===== src/hw/lbs_map.vh =====
// constants and field positions for the local-bus support pin logic
`ifndef LBS_MAP_VH
`define LBS_MAP_VH
`define LBS_IRQ_A_POL_BIT  1
`define LBS_IRQ_B_POL_BIT  4
`define LBS_PIN0_SEL_HI    1
`define LBS_PIN0_SEL_LO    0
`define LBS_PIN1_SEL_HI    4
`define LBS_PIN1_SEL_LO    3
`define LBS_PIN2_SEL_HI    7
`define LBS_PIN2_SEL_LO    6
`define LBS_PIN3_SEL_HI    10
`define LBS_PIN3_SEL_LO    9
`define LBS_CTRL_WIDTH     11
`define LBS_CTRL_RESET     11'h000
`define LBS_SEL_USER       2'h0
`define LBS_LOCK_TAIL      1
`endif


===== src/hw/lbs_cs_window.v =====
// address window compare for one chip select
`timescale 1ns/1ps
`default_nettype none
module lbs_cs_window #(
    parameter AW = 28
) (
    input  wire          sys_clk,
    input  wire          rst,
    input  wire [AW-1:0] access_addr,
    input  wire          access_active,
    input  wire [AW-1:0] win_base,
    input  wire [AW-1:0] win_mask,
    output reg           hit
);
    // registered compare; mask bits set mean "ignored" inside the window
    always @(posedge sys_clk or posedge rst)
    begin
        if (rst)
            hit <= 1'b0;
        else
            hit <= access_active &&
                   (((access_addr ^ win_base) & ~win_mask) == {AW{1'b0}});
    end
endmodule
`default_nettype wire


===== src/hw/lbs_support.v =====
// local-bus support pins: hold handoff, local irqs, reset, strap, gp pins
`timescale 1ns/1ps
`default_nettype none
`include "lbs_map.vh"
module lbs_support #(
    parameter AW = 28
) (
    input  wire                       sys_clk,
    input  wire                       rst,
    input  wire                       bus_hold_request,
    input  wire                       device_needs_bus,
    output reg                        bus_grant_ack,
    input  wire                       local_irq_in_a,
    input  wire                       local_irq_in_b,
    input  wire [6:0]                 irq_control_status_reg,
    output reg                        host_irq,
    output wire                       local_reset_out_n,
    input  wire                       mode_strap,
    output reg                        mux_mode,
    input  wire [`LBS_CTRL_WIDTH-1:0] eeprom_ctrl,
    input  wire                       eeprom_load,
    input  wire [`LBS_CTRL_WIDTH-1:0] sw_ctrl,
    input  wire                       sw_ctrl_write,
    input  wire [3:0]                 user_dir,
    input  wire [3:0]                 user_out,
    output reg  [3:0]                 user_in,
    input  wire                       wait_active,
    input  wire                       atomic_addr_cycle,
    input  wire                       access_done,
    input  wire                       host_frame_n,
    input  wire                       host_lock_n,
    input  wire [AW-1:0]              access_addr,
    input  wire                       access_active,
    input  wire [AW-1:0]              cs_c_base,
    input  wire [AW-1:0]              cs_c_mask,
    input  wire [AW-1:0]              cs_d_base,
    input  wire [AW-1:0]              cs_d_mask,
    input  wire [3:0]                 gp_pin_in,
    output reg  [3:0]                 gp_pin_out,
    output reg  [3:0]                 gp_pin_oe
);
    ////////////////////////////////////////////////////////////////////////
    // pin synchronisers: first stage read only by second stage
    reg [5:0] sync1;
    reg [5:0] sync2;
    always @(posedge sys_clk or posedge rst)
    begin
        if (rst)
        begin
            // hold request resets to "no request" so no false grant follows reset
            sync1 <= 6'h3e;
            sync2 <= 6'h3e;
        end
        else
        begin
            sync1 <= {mode_strap, host_lock_n, host_frame_n,
                      local_irq_in_b, local_irq_in_a, bus_hold_request};
            sync2 <= sync1;
        end
    end
    wire hold_req_s = sync2[0];
    wire irq_a_s    = sync2[1];
    wire irq_b_s    = sync2[2];
    wire frame_n_s  = sync2[3];
    wire lock_n_s   = sync2[4];
    wire mode_s     = sync2[5];

    reg [3:0] gp_sync1;
    reg [3:0] gp_sync2;
    always @(posedge sys_clk or posedge rst)
    begin
        if (rst)
        begin
            gp_sync1 <= 4'h0;
            gp_sync2 <= 4'h0;
        end
        else
        begin
            gp_sync1 <= gp_pin_in;
            gp_sync2 <= gp_sync1;
        end
    end

    ////////////////////////////////////////////////////////////////////////
    // local reset follows device reset directly, no clock needed
    assign local_reset_out_n = ~rst;

    // strap is caught after release, once the synchroniser holds the real pin
    // level and no longer its reset value
    reg       strap_taken;
    reg [1:0] strap_wait;
    always @(posedge sys_clk or posedge rst)
    begin
        if (rst)
        begin
            strap_taken <= 1'b0;
            strap_wait  <= 2'h0;
            mux_mode    <= 1'b0;
        end
        else if (strap_wait != 2'h2)
            strap_wait <= strap_wait + 2'h1;
        else if (!strap_taken)
        begin
            strap_taken <= 1'b1;
            mux_mode    <= mode_s;
        end
    end

    ////////////////////////////////////////////////////////////////////////
    // hold handoff: grant only while requested and device does not need bus
    always @(posedge sys_clk or posedge rst)
    begin
        if (rst)
            bus_grant_ack <= 1'b0;
        else if (!hold_req_s)
            bus_grant_ack <= 1'b0;
        else if (device_needs_bus)
            bus_grant_ack <= 1'b0;
        else
            bus_grant_ack <= 1'b1;
    end

    ////////////////////////////////////////////////////////////////////////
    // local irqs: polarity bit set means active high, level passes through
    always @(posedge sys_clk or posedge rst)
    begin
        if (rst)
            host_irq <= 1'b0;
        else
            host_irq <= (irq_a_s == irq_control_status_reg[`LBS_IRQ_A_POL_BIT]) ||
                        (irq_b_s == irq_control_status_reg[`LBS_IRQ_B_POL_BIT]);
    end

    ////////////////////////////////////////////////////////////////////////
    // pin function control; a software write in the same cycle as a load wins
    reg [`LBS_CTRL_WIDTH-1:0] misc_control_reg;
    always @(posedge sys_clk or posedge rst)
    begin
        if (rst)
            misc_control_reg <= `LBS_CTRL_RESET;
        else if (sw_ctrl_write)
            misc_control_reg <= sw_ctrl;
        else if (eeprom_load)
            misc_control_reg <= eeprom_ctrl;
    end

    // any non-zero select code picks the special function
    function is_special;
        input [1:0] sel;
        begin
            is_special = (sel != `LBS_SEL_USER);
        end
    endfunction

    wire [3:0] special;
    assign special[0] = is_special(misc_control_reg[`LBS_PIN0_SEL_HI:`LBS_PIN0_SEL_LO]);
    assign special[1] = is_special(misc_control_reg[`LBS_PIN1_SEL_HI:`LBS_PIN1_SEL_LO]);
    assign special[2] = is_special(misc_control_reg[`LBS_PIN2_SEL_HI:`LBS_PIN2_SEL_LO]);
    assign special[3] = is_special(misc_control_reg[`LBS_PIN3_SEL_HI:`LBS_PIN3_SEL_LO]);

    ////////////////////////////////////////////////////////////////////////
    // atomic lock: one-hot idle / locked / tail states
    localparam [2:0] LK_IDLE = 3'h1;
    localparam [2:0] LK_HELD = 3'h2;
    localparam [2:0] LK_TAIL = 3'h4;
    reg [2:0] lock_state;
    reg [2:0] next_lock_state;
    // tail keeps lock one clock past the unlock cycle (frame low, lock high) before release
    reg       tail_seen;
    reg       next_tail_seen;
    wire      unlock_seen = !frame_n_s && lock_n_s;
    always @*
    begin
        next_lock_state = lock_state;
        next_tail_seen  = tail_seen;
        case (lock_state)
            LK_IDLE:
            begin
                next_tail_seen = 1'b0;
                if (atomic_addr_cycle)
                    next_lock_state = LK_HELD;
            end
            LK_HELD:
            begin
                if (access_done)
                    next_tail_seen = 1'b1;
                if (unlock_seen)
                    next_lock_state = LK_TAIL;
            end
            LK_TAIL:
            begin
                next_tail_seen  = 1'b0;
                next_lock_state = LK_IDLE;
            end
            default:
                next_lock_state = LK_IDLE;
        endcase
    end
    always @(posedge sys_clk or posedge rst)
    begin
        if (rst)
        begin
            lock_state <= LK_IDLE;
            tail_seen  <= 1'b0;
        end
        else
        begin
            lock_state <= next_lock_state;
            tail_seen  <= next_tail_seen;
        end
    end
    // lock is low from the address cycle through the tail clock
    wire atomic_lock_out_n = (lock_state == LK_IDLE) && !atomic_addr_cycle;

    ////////////////////////////////////////////////////////////////////////
    // chip select windows
    wire cs_c_hit;
    wire cs_d_hit;
    lbs_cs_window #(.AW(AW)) u_cs_c (
        .sys_clk       (sys_clk),
        .rst           (rst),
        .access_addr   (access_addr),
        .access_active (access_active),
        .win_base      (cs_c_base),
        .win_mask      (cs_c_mask),
        .hit           (cs_c_hit)
    );
    lbs_cs_window #(.AW(AW)) u_cs_d (
        .sys_clk       (sys_clk),
        .rst           (rst),
        .access_addr   (access_addr),
        .access_active (access_active),
        .win_base      (cs_d_base),
        .win_mask      (cs_d_mask),
        .hit           (cs_d_hit)
    );
    wire stall_indicator_n = !wait_active;
    wire chip_select_c_n   = !cs_c_hit;
    wire chip_select_d_n   = !cs_d_hit;

    ////////////////////////////////////////////////////////////////////////
    // pin drivers; special functions always drive, user io follows direction
    wire [3:0] func_val = {chip_select_d_n, chip_select_c_n,
                           atomic_lock_out_n, stall_indicator_n};
    always @(posedge sys_clk or posedge rst)
    begin
        if (rst)
        begin
            gp_pin_out <= 4'h0;
            gp_pin_oe  <= 4'h0;
            user_in    <= 4'h0;
        end
        else
        begin
            gp_pin_out <= (special & func_val) | (~special & user_out);
            gp_pin_oe  <= special | user_dir;
            user_in    <= gp_sync2;
        end
    end
endmodule
`default_nettype wire


===== config.mk =====
export PLATFORM = sky130hd
export DESIGN_NAME = lbs_support
export DESIGN_NICKNAME = d
export VERILOG_FILES = /design/src/hw/lbs_cs_window.v /design/src/hw/lbs_support.v
export VERILOG_INCLUDE_DIRS = /design/src /design/src/hw
export SDC_FILE = /design/constraint.sdc
export NUM_CORES = 1
export LEC_CHECK = 0
export ABC_CLOCK_PERIOD_IN_PS = 1600
export BUFFER_PORTS_ARGS = -buffer_cell sky130_fd_sc_hd__buf_2
export CORE_MARGIN = 1.5
export CORE_UTILIZATION = 38
export CTS_CLUSTER_SIZE = 25
export DETAILED_ROUTE_END_ITERATION = 12
export PLACE_DENSITY = 0.81
export RECOVER_POWER = 100
export SLEW_MARGIN = 20
export SYNTH_ARGS = -nofsm -noshare
export SYNTH_HDL_FRONTEND = slang
export SYNTH_SLANG_ARGS = --single-unit

===== constraint.sdc =====
create_clock -name sys_clk -period 1.6 [get_ports sys_clk]
set_input_delay 0.16 -clock sys_clk [delete_from_list [all_inputs] [get_ports sys_clk]]
set_output_delay 0.16 -clock sys_clk [all_outputs]
set_load 0.01 [all_outputs]

==> results of run 1 <==
## power breakdown
group | switching, µW | total [µW] | internal, µW
clock network | 383 | 689 | 306
registers | 46.4 | 1450 | 1410
logic | 293 | 685 | 393
## cell families after synthesis
group                    count (synthesis)  synth area share (%)
adder cells (fa/ha/maj)                  1                 0.518
AND/OR/NAND/NOR                         51                  9.94
flip-flops                              51                  53.4
XOR/XNOR                                59                  21.4
buffers and inverters                    4                 0.673
multiplexers                             9                  3.78
AO/OA/AOI/OAI                           43                  10.4
## final timing paths
check / start / slack, ns / to
min in group asynchronous: rst / 0.46 / gp_pin_oe[3]
max: strap_wait[0] / 0.28 / mux_mode
max reg2reg: strap_wait[0] / 0.28 / mux_mode
min: user_dir[3] / 0.05 / gp_pin_oe[3]
max in group asynchronous: rst / 0.47 / lock_state[2]
min reg2reg: gp_sync1[2] / 0.35 / gp_sync2[2]
## final cells by class
cell class	count	area (µm²)	share of cell area, %
tap	75	93.8	2.54
clock buffer	6	72.6	1.96
sequential	51	1290	34.9
inverter	2	7.51	0.203
timing repair buffer	213	1110	29.9
clock inverter	2	12.5	0.339
multi-input combinational	163	1110	30.1
## per-stage QoR
stage                     cell area (µm²)  setup slack [ns]  cells
after floorplan                      2420             0.151    218
after global placement               3510             0.341    492
after detailed placement             3510             0.285    492
after CTS                            3720             0.281    512
after global routing                 3690             0.256    512
final                                3690             0.283    512
## layer usage
metal	up-vias	track usage, %	routed length [µm]
met3	17	3.85	455
met1	1088	18.5	2380
met2	117	34.1	3480
li1	1187	-	-
met4	0	8.83	180
met5	-	0	0
## Yosys cell counts (all sizes together)
cell type	n	share of area [%]
xnor2	57	21
dfrtp	40	41
o22ai	26	6.7
nor2	16	2.5
o21ai	15	3.1
nand2	14	2.2
dfstp	11	12
mux2i	8	3.3
nand3	4	0.83
or3	4	1.0
nand2b	3	0.78
nor3	3	0.62
inv	2	0.31
nor2b	2	0.52
nor4	2	0.52
xor2	2	0.72
a21o	1	0.31
a21oi	1	0.21
buf	1	0.21
clkbuf	1	0.16
ha	1	0.52
mux2	1	0.47
nand3b	1	0.31
or2	1	0.26
or4b	1	0.41
## critical path: cells and delay by family (launching register included)
family,cells,cell delay (ns)
fa+ha+maj,1,0.22
buf+inv,1,0.06
flops,1,0.40
simple gates,1,0.18
mux,1,0.35
## what timing repair did
action	4_1_cts	5_1_grt
hold buffers	12	0
resized for setup	0	0
endpoints found under the hold margin	51	0
## cells in the final DEF (no fill, tap or decap), drive strengths merged, types with 2 or more instances in the layout
master	count
o22ai	26
nand2b	3
nor2	16
clkbuf	25
mux2i	8
dfstp	11
buf	182
or3	4
nand3	4
o21ai	15
inv	2
xnor2	57
nor3	3
dlygate4sd3	12
xor2	2
nand2	14
nor4	2
dfrtp	40
nor2b	2
==> metrics, run 1 <==
outcome=finished clean; Max transition margin=50.6%; drt wl/cell=12.7 µm; leakage power=0.00175 µW; Max-Cap Viols=0; Die Area=6850 µm²; post-CTS setup repair buffer count=0; Syn Nets=415; first-pass GRT wire length=9090 µm; Slew Limit Fails=0; Initial Utilization=40.1%; post-synthesis cell type count=25; max reg flops=8; total CTS buffers=5; largest fanout on the critical path=5; layout cells sized above 1=46.2%; # port buffers=199; Clock Tree Root=clkbuf_8; CTS sink cnt=51; Syn Area/Cell=11.1 µm²; crit share post-route=82.3%; gr ovfl total=0; post-route minimum period=1.32 ns; vias in the first global route=2244; post-route setup TNS=0 ns; Layout area overhead=52.8%; Setup crit end kind=flip-flop; mapped cell area=2420 µm²; Longest Clk Path Bufs=2; sequential fraction of the synthesis area=53.4%; VDD IR max=0.639 mV; routed via count=2409; crit start category=flip-flop; DRC viols=0; Core ar.=6030 µm²; CTS clk-pin slew, worst paths=0.09 ns; actual slew at the worst max-slew pin=0.740 ns; Die H=82.8 µm; Critical Setup Path Class=reg -> reg; Data required, critical path=1.79 ns; Final #Nets=633; Cells after Synth=218; CP arrival=1.50 ns; # rows=28; DRT antenna net count=0; Reg2Reg Depth=4; Yosys reg bits=51; Routability Congestion=0.774; CTS tree=done; Die Span X=82.8 µm; First DRT Iteration DRCs=47; DPL Wire Length=5550 µm; drt pass-1 iters=4; Hold Crit Class=in -> reg; RSZ-0062 raised after global routing=false; Fin. Hold Viols=0; total power=2830 µW; crit-path cells=inv_1 -> ha_1 -> nor2b_1 -> mux2_2; Max Clock Freq=0.759 GHz; ant diodes=0; worst hold slack=0.0463 ns; vias per cell=4.71; largest net degree at the start of global routing=33; IO Pins=212; Routed Wire Length=6500 µm; Util after Layout=61.3%; clock skew=0.00604 ns; hold path depth=2; All-Layer GR Usage=18.0%; yosys warns=0; clk_lat worst skew=0.29 ns; fillcell total=502; pwr/cell area=765 nW/µm²; initial antenna violation count=0; Critical-path top delay cell=dfrtp_1; Clock H-tree levels=2; Final Setup Violations=0; Crit path largest cell delay=0.40 ns
No activity file was read; power rests on OpenSTA's default activity.
==> run 2, diff against run 1 <==
--- a/config.mk
+++ b/config.mk
@@ -6,13 +6,13 @@
 export SDC_FILE = /design/constraint.sdc
 export NUM_CORES = 1
 export LEC_CHECK = 0
-export ABC_CLOCK_PERIOD_IN_PS = 1600
+export ABC_CLOCK_PERIOD_IN_PS = 1200
 export BUFFER_PORTS_ARGS = -buffer_cell sky130_fd_sc_hd__buf_2
 export CORE_MARGIN = 1.5
-export CORE_UTILIZATION = 38
+export CORE_UTILIZATION = 34
 export CTS_CLUSTER_SIZE = 25
 export DETAILED_ROUTE_END_ITERATION = 12
-export PLACE_DENSITY = 0.81
+export PLACE_DENSITY = 0.76
 export RECOVER_POWER = 100
 export SLEW_MARGIN = 20
 export SYNTH_ARGS = -nofsm -noshare
==> constraint.sdc (replaced) <==
create_clock -name sys_clk -period 1.2 [get_ports sys_clk]
set_input_delay 0.12 -clock sys_clk [delete_from_list [all_inputs] [get_ports sys_clk]]
set_output_delay 0.12 -clock sys_clk [all_outputs]
set_load 0.01 [all_outputs]
==> metrics, run 2 (synthesis gave the netlist of run 1 again) <==
outcome=finished clean (unchanged); CTS clk-pin slew, worst paths=0.09 ns (about the same); clk_lat worst skew=0.30 ns (was 0.29 ns); Critical Path Start=lock_state[0] (was strap_wait[0]); actual slew at the worst max-slew pin=0.639 ns (was 0.740 ns); Max-Cap Viols=0 (unchanged); ant diodes=0 (unchanged); Final Setup Violations=0 (unchanged); Max Clock Freq=0.847 GHz (was 0.759 GHz); leakage power=0.00181 µW (was 0.00175 µW); Data required, critical path=1.44 ns (was 1.79 ns); multi-input logic area=1130 µm² (was 1110 µm²); vias in the first global route=2343 (was 2244); # port buffers=199 (unchanged); Reg-to-Reg Start=lock_state[0] (was strap_wait[0]); Fin. Hold Viols=0 (unchanged); total CTS buffers=5 (unchanged); Initial Utilization=35.4% (was 40.1%); Die Area=7620 µm² (was 6850 µm²); First DRT Iteration DRCs=87 (was 47); most common cell after layout, fill and taps aside=buf_2 (unchanged); Max transition margin=57.4% (was 50.6%); routed via count=2402 (was 2409); DRC viols=0 (unchanged); Clock H-tree levels=2 (unchanged); Final #Nets=638 (was 633); layout cells sized above 1=47.7% (was 46.2%); gr ovfl total=0 (unchanged); crit start category=flip-flop (unchanged); Routed Wire Length=6660 µm (was 6500 µm); Setup crit end kind=flip-flop (unchanged); RSZ-0062 raised after global routing=true (was false); VDD IR max=0.495 mV (was 0.639 mV); Clock Tree Root=clkbuf_8 (unchanged); Util after Layout=55.8% (was 61.3%); max reg flops=8 (unchanged); Routability Congestion=0.778 (was 0.774); pwr/cell area=1070 nW/µm² (was 765 nW/µm²); Layout area overhead=57.8% (was 52.8%); first-pass GRT wire length=10200 µm (was 9090 µm); CTS tree=done (unchanged); initial antenna violation count=0 (unchanged); DRT antenna net count=0 (unchanged); Die H=87.3 µm (was 82.8 µm); post-route minimum period=1.18 ns (was 1.32 ns); Post-Place Cells=515 (was 492); IO Pins=212 (unchanged); Hold Crit Class=in -> reg (unchanged); drt pass-1 iters=6 (was 4); fillcell total=636 (was 502); Critical Setup Path Class=reg -> reg (unchanged); Slew Limit Fails=0 (unchanged); drt wl/cell=12.4 µm (was 12.7 µm); CTS sink cnt=51 (unchanged); DPL Wire Length=5670 µm (was 5550 µm); Post-Layout Cell Count=538 (was 512); HP Start=wait_active (was user_dir[3]); Longest Clk Path Bufs=2 (unchanged); # rows=30 (was 28); Die Span X=87.3 µm (was 82.8 µm); largest fanout on the critical path=3 (was 5); vias per cell=4.46 (was 4.71); clock skew=0.00499 ns (was 0.00604 ns); All-Layer GR Usage=17.1% (was 18.0%); commonest cells after routing, fill and taps aside=181 x buf_2, 57 x xnor2_1, 40 x dfrtp_1 (unchanged); CP arrival=1.42 ns (was 1.50 ns); Register Area=1290 µm² (unchanged); crit share post-route=98.4% (was 82.3%); largest net degree at the start of global routing=32 (was 33); Core ar.=6830 µm² (was 6030 µm²)
==> run 2: critical path: stages (launching register included) <==
cell	delay (ns)
dfstp_2	0.55
or4b_4	0.46
o21ai_2	0.11
==> run 2: timing repair <==
item	in CTS	in global routing
endpoints found under the setup margin	2	2
setup buffers	0	1
resized for setup	4	2
hold buffers	14	0
hold endpoints to repair	53	0
cloned	0	0
==> run 2: final timing paths <==
path	slack, ns	cells past startpoint	end
max reg2reg	0.02	2	gp_pin_out[1]
max in group asynchronous	0.22	4	strap_wait[0]
min reg2reg	0.35	0	gp_sync2[1]
min	0.008	2	gp_pin_out[0]
max	0.02	2	gp_pin_out[1]
min in group asynchronous	0.49	4	gp_sync2[3]
==> run 2: area by class of cell <==
type                    count  area share (%)
inverters                   2           0.295
repair buffers            218            30.0
clock buffers               6            2.16
clock inverters             2           0.918
flip-flops and latches     51            33.8
well taps                  96            3.15
multi-input cells         163            29.6
==> run 2: power by group <==
part	switching [µW]	leakage [µW]	internal (µW)
registers	70.1	0.000581	1880
logic	403	0.00116	542
clock network	519	0.0000612	674
==> run 2: stage by stage <==
| step | cell area (µm²) | power (µW) | setup TNS [ns] | setup slack (ns) | hold WS, ns |
|---|---|---|---|---|---|
| after floorplan | 2420 | 2410 | -0.000664 | -0.000664 | 0.124 |
| after global placement | 3560 | 2850 | -0.0247 | -0.0247 | 0.190 |
| after detailed placement | 3560 | 2880 | -0.0686 | -0.0517 | 0.194 |
| after CTS | 3830 | 4130 | 0 | 0.00711 | 0.00182 |
| after global routing | 3810 | 4310 | -0.0459 | -0.0238 | 0.0134 |
| final | 3810 | 4090 | 0 | 0.0196 | 0.00803 |
==> run 2: layer usage <==
layer,vias to the layer above,share of wire [%],track usage (%)
met5,-,0,0
met4,0,0.86,4.18
met3,6,6.5,2.65
met2,103,55,33.4
met1,1094,38,19.0
li1,1199,-,-
==> run 3, diff against run 2 <==
--- a/config.mk
+++ b/config.mk
@@ -8,8 +8,10 @@
 export LEC_CHECK = 0
 export ABC_CLOCK_PERIOD_IN_PS = 1200
 export BUFFER_PORTS_ARGS = -buffer_cell sky130_fd_sc_hd__buf_2
-export CORE_MARGIN = 1.5
-export CORE_UTILIZATION = 34
+export CELL_PAD_IN_SITES_DETAIL_PLACEMENT = 0
+export CELL_PAD_IN_SITES_GLOBAL_PLACEMENT = 2
+export CORE_MARGIN = 2
+export CORE_UTILIZATION = 18
 export CTS_CLUSTER_SIZE = 25
 export DETAILED_ROUTE_END_ITERATION = 12
 export PLACE_DENSITY = 0.76
==> metrics, run 3 (synthesis gave the netlist of run 1 again) <==
largest fanout on the critical path=2 (was 3); Layout area overhead=64.0% (was 57.8%); Data required, critical path=1.41 ns (was 1.44 ns); # rows=42 (was 30); Longest Clk Path Bufs=2 (unchanged); leakage power=0.00182 µW (was 0.00181 µW); Max Clock Freq=0.842 GHz (was 0.847 GHz); Util after Layout=30.1% (was 55.8%); total CTS buffers=5 (unchanged); CTS clk-pin slew, worst paths=0.07 ns (was 0.09 ns); Core ar.=13200 µm² (was 6830 µm²); Die Area=14400 µm² (was 7620 µm²); Fin. Hold Viols=0 (unchanged); crit start category=flip-flop (unchanged); pwr/cell area=1140 nW/µm² (was 1070 nW/µm²); crit share post-route=99.0% (was 98.4%); All-Layer GR Usage=10.7% (was 17.1%); worst flop-to-flop path endpoint=gp_pin_out[1] (unchanged); gr ovfl total=0 (unchanged); first-pass GRT wire length=12000 µm (was 10200 µm); Clock Tree Root=clkbuf_16 (was clkbuf_8); dpl ws=-0.347 ns (was -0.0517 ns); Routed Wire Length=7620 µm (was 6660 µm); Die Span X=120 µm (was 87.3 µm); hold worst-path end=gp_pin_oe[0] (was gp_pin_out[0]); layout cells sized above 1=48.6% (was 47.7%); DRT antenna net count=0 (unchanged); design area=3970 µm² (was 3810 µm²); RSZ-0062 raised after global routing=true (unchanged); crit-path cells=or4b_4 -> o21ai_2 (unchanged); clk_lat worst skew=0.29 ns (was 0.30 ns); vias per cell=3.87 (was 4.46); Setup WS post-layout=0.0118 ns (was 0.0196 ns); CP arrival=1.40 ns (was 1.42 ns); Max transition margin=66.5% (was 57.4%); initial antenna violation count=2 (was 0); hold path depth=2 (unchanged); largest net degree at the start of global routing=31 (was 32); outcome=finished clean (unchanged); Setup crit end kind=flip-flop (unchanged); Crit path largest cell delay=0.53 ns (was 0.55 ns); drt pass-1 iters=4 (was 6); Routability Congestion=0.803 (was 0.778); Final Setup Violations=0 (unchanged); Critical-path top delay cell=dfstp_2 (unchanged); Post-Place Cells=595 (was 515); Clock H-tree levels=2 (unchanged); clock skew=0.00519 ns (was 0.00499 ns); CTS sink cnt=51 (unchanged); Max-Cap Viols=0 (unchanged); post-route minimum period=1.19 ns (was 1.18 ns); Cell Area, Placed=3660 µm² (was 3560 µm²); Reg2Reg Depth=2 (unchanged); # port buffers=199 (unchanged); Post-Layout Cell Count=618 (was 538); Final #Nets=636 (was 638); DPL Wire Length=6670 µm (was 5670 µm); Hold Crit Class=in -> reg (unchanged); vias in the first global route=2599 (was 2343); IO Pins=212 (unchanged); actual slew at the worst max-slew pin=0.502 ns (was 0.639 ns); HP Start=user_dir[0] (was wait_active); First DRT Iteration DRCs=68 (was 87); CTS tree=done (unchanged); Slew Limit Fails=0 (unchanged); R2R Setup Slk=0.01 ns (was 0.02 ns); Die H=120 µm (was 87.3 µm); most common cell after layout, fill and taps aside=buf_2 (unchanged); commonest cells after routing, fill and taps aside=183 x buf_2, 57 x xnor2_1, 40 x dfrtp_1 (was 181 x buf_2, 57 x xnor2_1, 40 x dfrtp_1); total power=4500 µW (was 4090 µW); Reg-to-Reg Start=lock_state[0] (unchanged); Critical Setup Path Class=reg -> reg (unchanged); DRC viols=0 (unchanged); max reg flops=8 (unchanged); routed via count=2392 (was 2402); VDD IR max=0.471 mV (was 0.495 mV); Initial Utilization=18.3% (was 35.4%); drt wl/cell=12.3 µm (was 12.4 µm)
-- run 3: cell count changes in the layout (fill, tap and decap cells not counted), moves of 2 or more --
cell,before,now
clkbuf_8,6,0
clkbuf_16,0,5
buf_2,181,183
clkbuf_1,18,16
diode_2,0,2
dlygate4sd3_1,14,12
-- run 3: per-stage QoR --
stage / hold WS (ns) / setup TNS (ns)
final: 0.0147 / 0
after global routing: 0.0127 / -0.0364
after CTS: 0.00636 / 0
after detailed placement: 0.208 / -0.427
after global placement: 0.204 / -0.331
after floorplan: 0.124 / -0.000664
-- run 3: layout make-up --
| class | count | area, µm² |
|---|---|---|
| Fill cell | 1457 | 9230 |
| Sequential cell | 51 | 1290 |
| Multi-Input combinational cell | 163 | 1140 |
| Clock inverter | 3 | 43.8 |
| Tap cell | 176 | 220 |
| Timing Repair Buffer | 216 | 1130 |
| Inverter | 2 | 11.3 |
| Antenna cell | 2 | 5.00 |
| Clock buffer | 5 | 125 |
-- run 3: worst max path at each step --
stage | start | end | slack, ns
final | lock_state[0] | gp_pin_out[1] | 0.01
after floorplan | strap_wait[0] | mux_mode | -0.0007
after global placement | access_addr[3] | u_cs_d.hit | -0.30
after CTS | strap_wait[0] | mux_mode | 0.02
after global routing | strap_wait[0] | mux_mode | -0.02
after detailed placement | access_addr[3] | u_cs_d.hit | -0.35
-- run 3: where the power goes --
group / total, µW / internal [µW] / switching [µW] / leakage (µW)
registers: 1940 / 1880 / 64.8 / 0.000580
logic: 978 / 560 / 418 / 0.00116
clock network: 1580 / 982 / 596 / 0.0000838
total: 4500 / 3420 / 1080 / 0.00182
-- run 3: repair_timing --
action | 4_1_cts | 5_1_grt
setup endpoints to repair | 2 | 2
pin swaps | 0 | 1
buffers inserted | 0 | 1
cloned | 0 | 0
hold endpoints to repair | 51 | 0
gates resized for setup | 2 | 5
hold buffers | 12 | 0
-- run 3: worst max-delay path: cells and delay by family (launching register included) --
| kind | cells | cell delay (ns) |
|---|---|---|
| flops | 1 | 0.53 |
| simple gates | 1 | 0.46 |
| compound gates | 1 | 0.14 |
-- run 3: metal layers --
metal  track usage [%]  routed length [µm]
met1              12.0                2920
met5                 0                   0
met2              19.6                3890
met4              4.04                 190
met3              2.52                 616
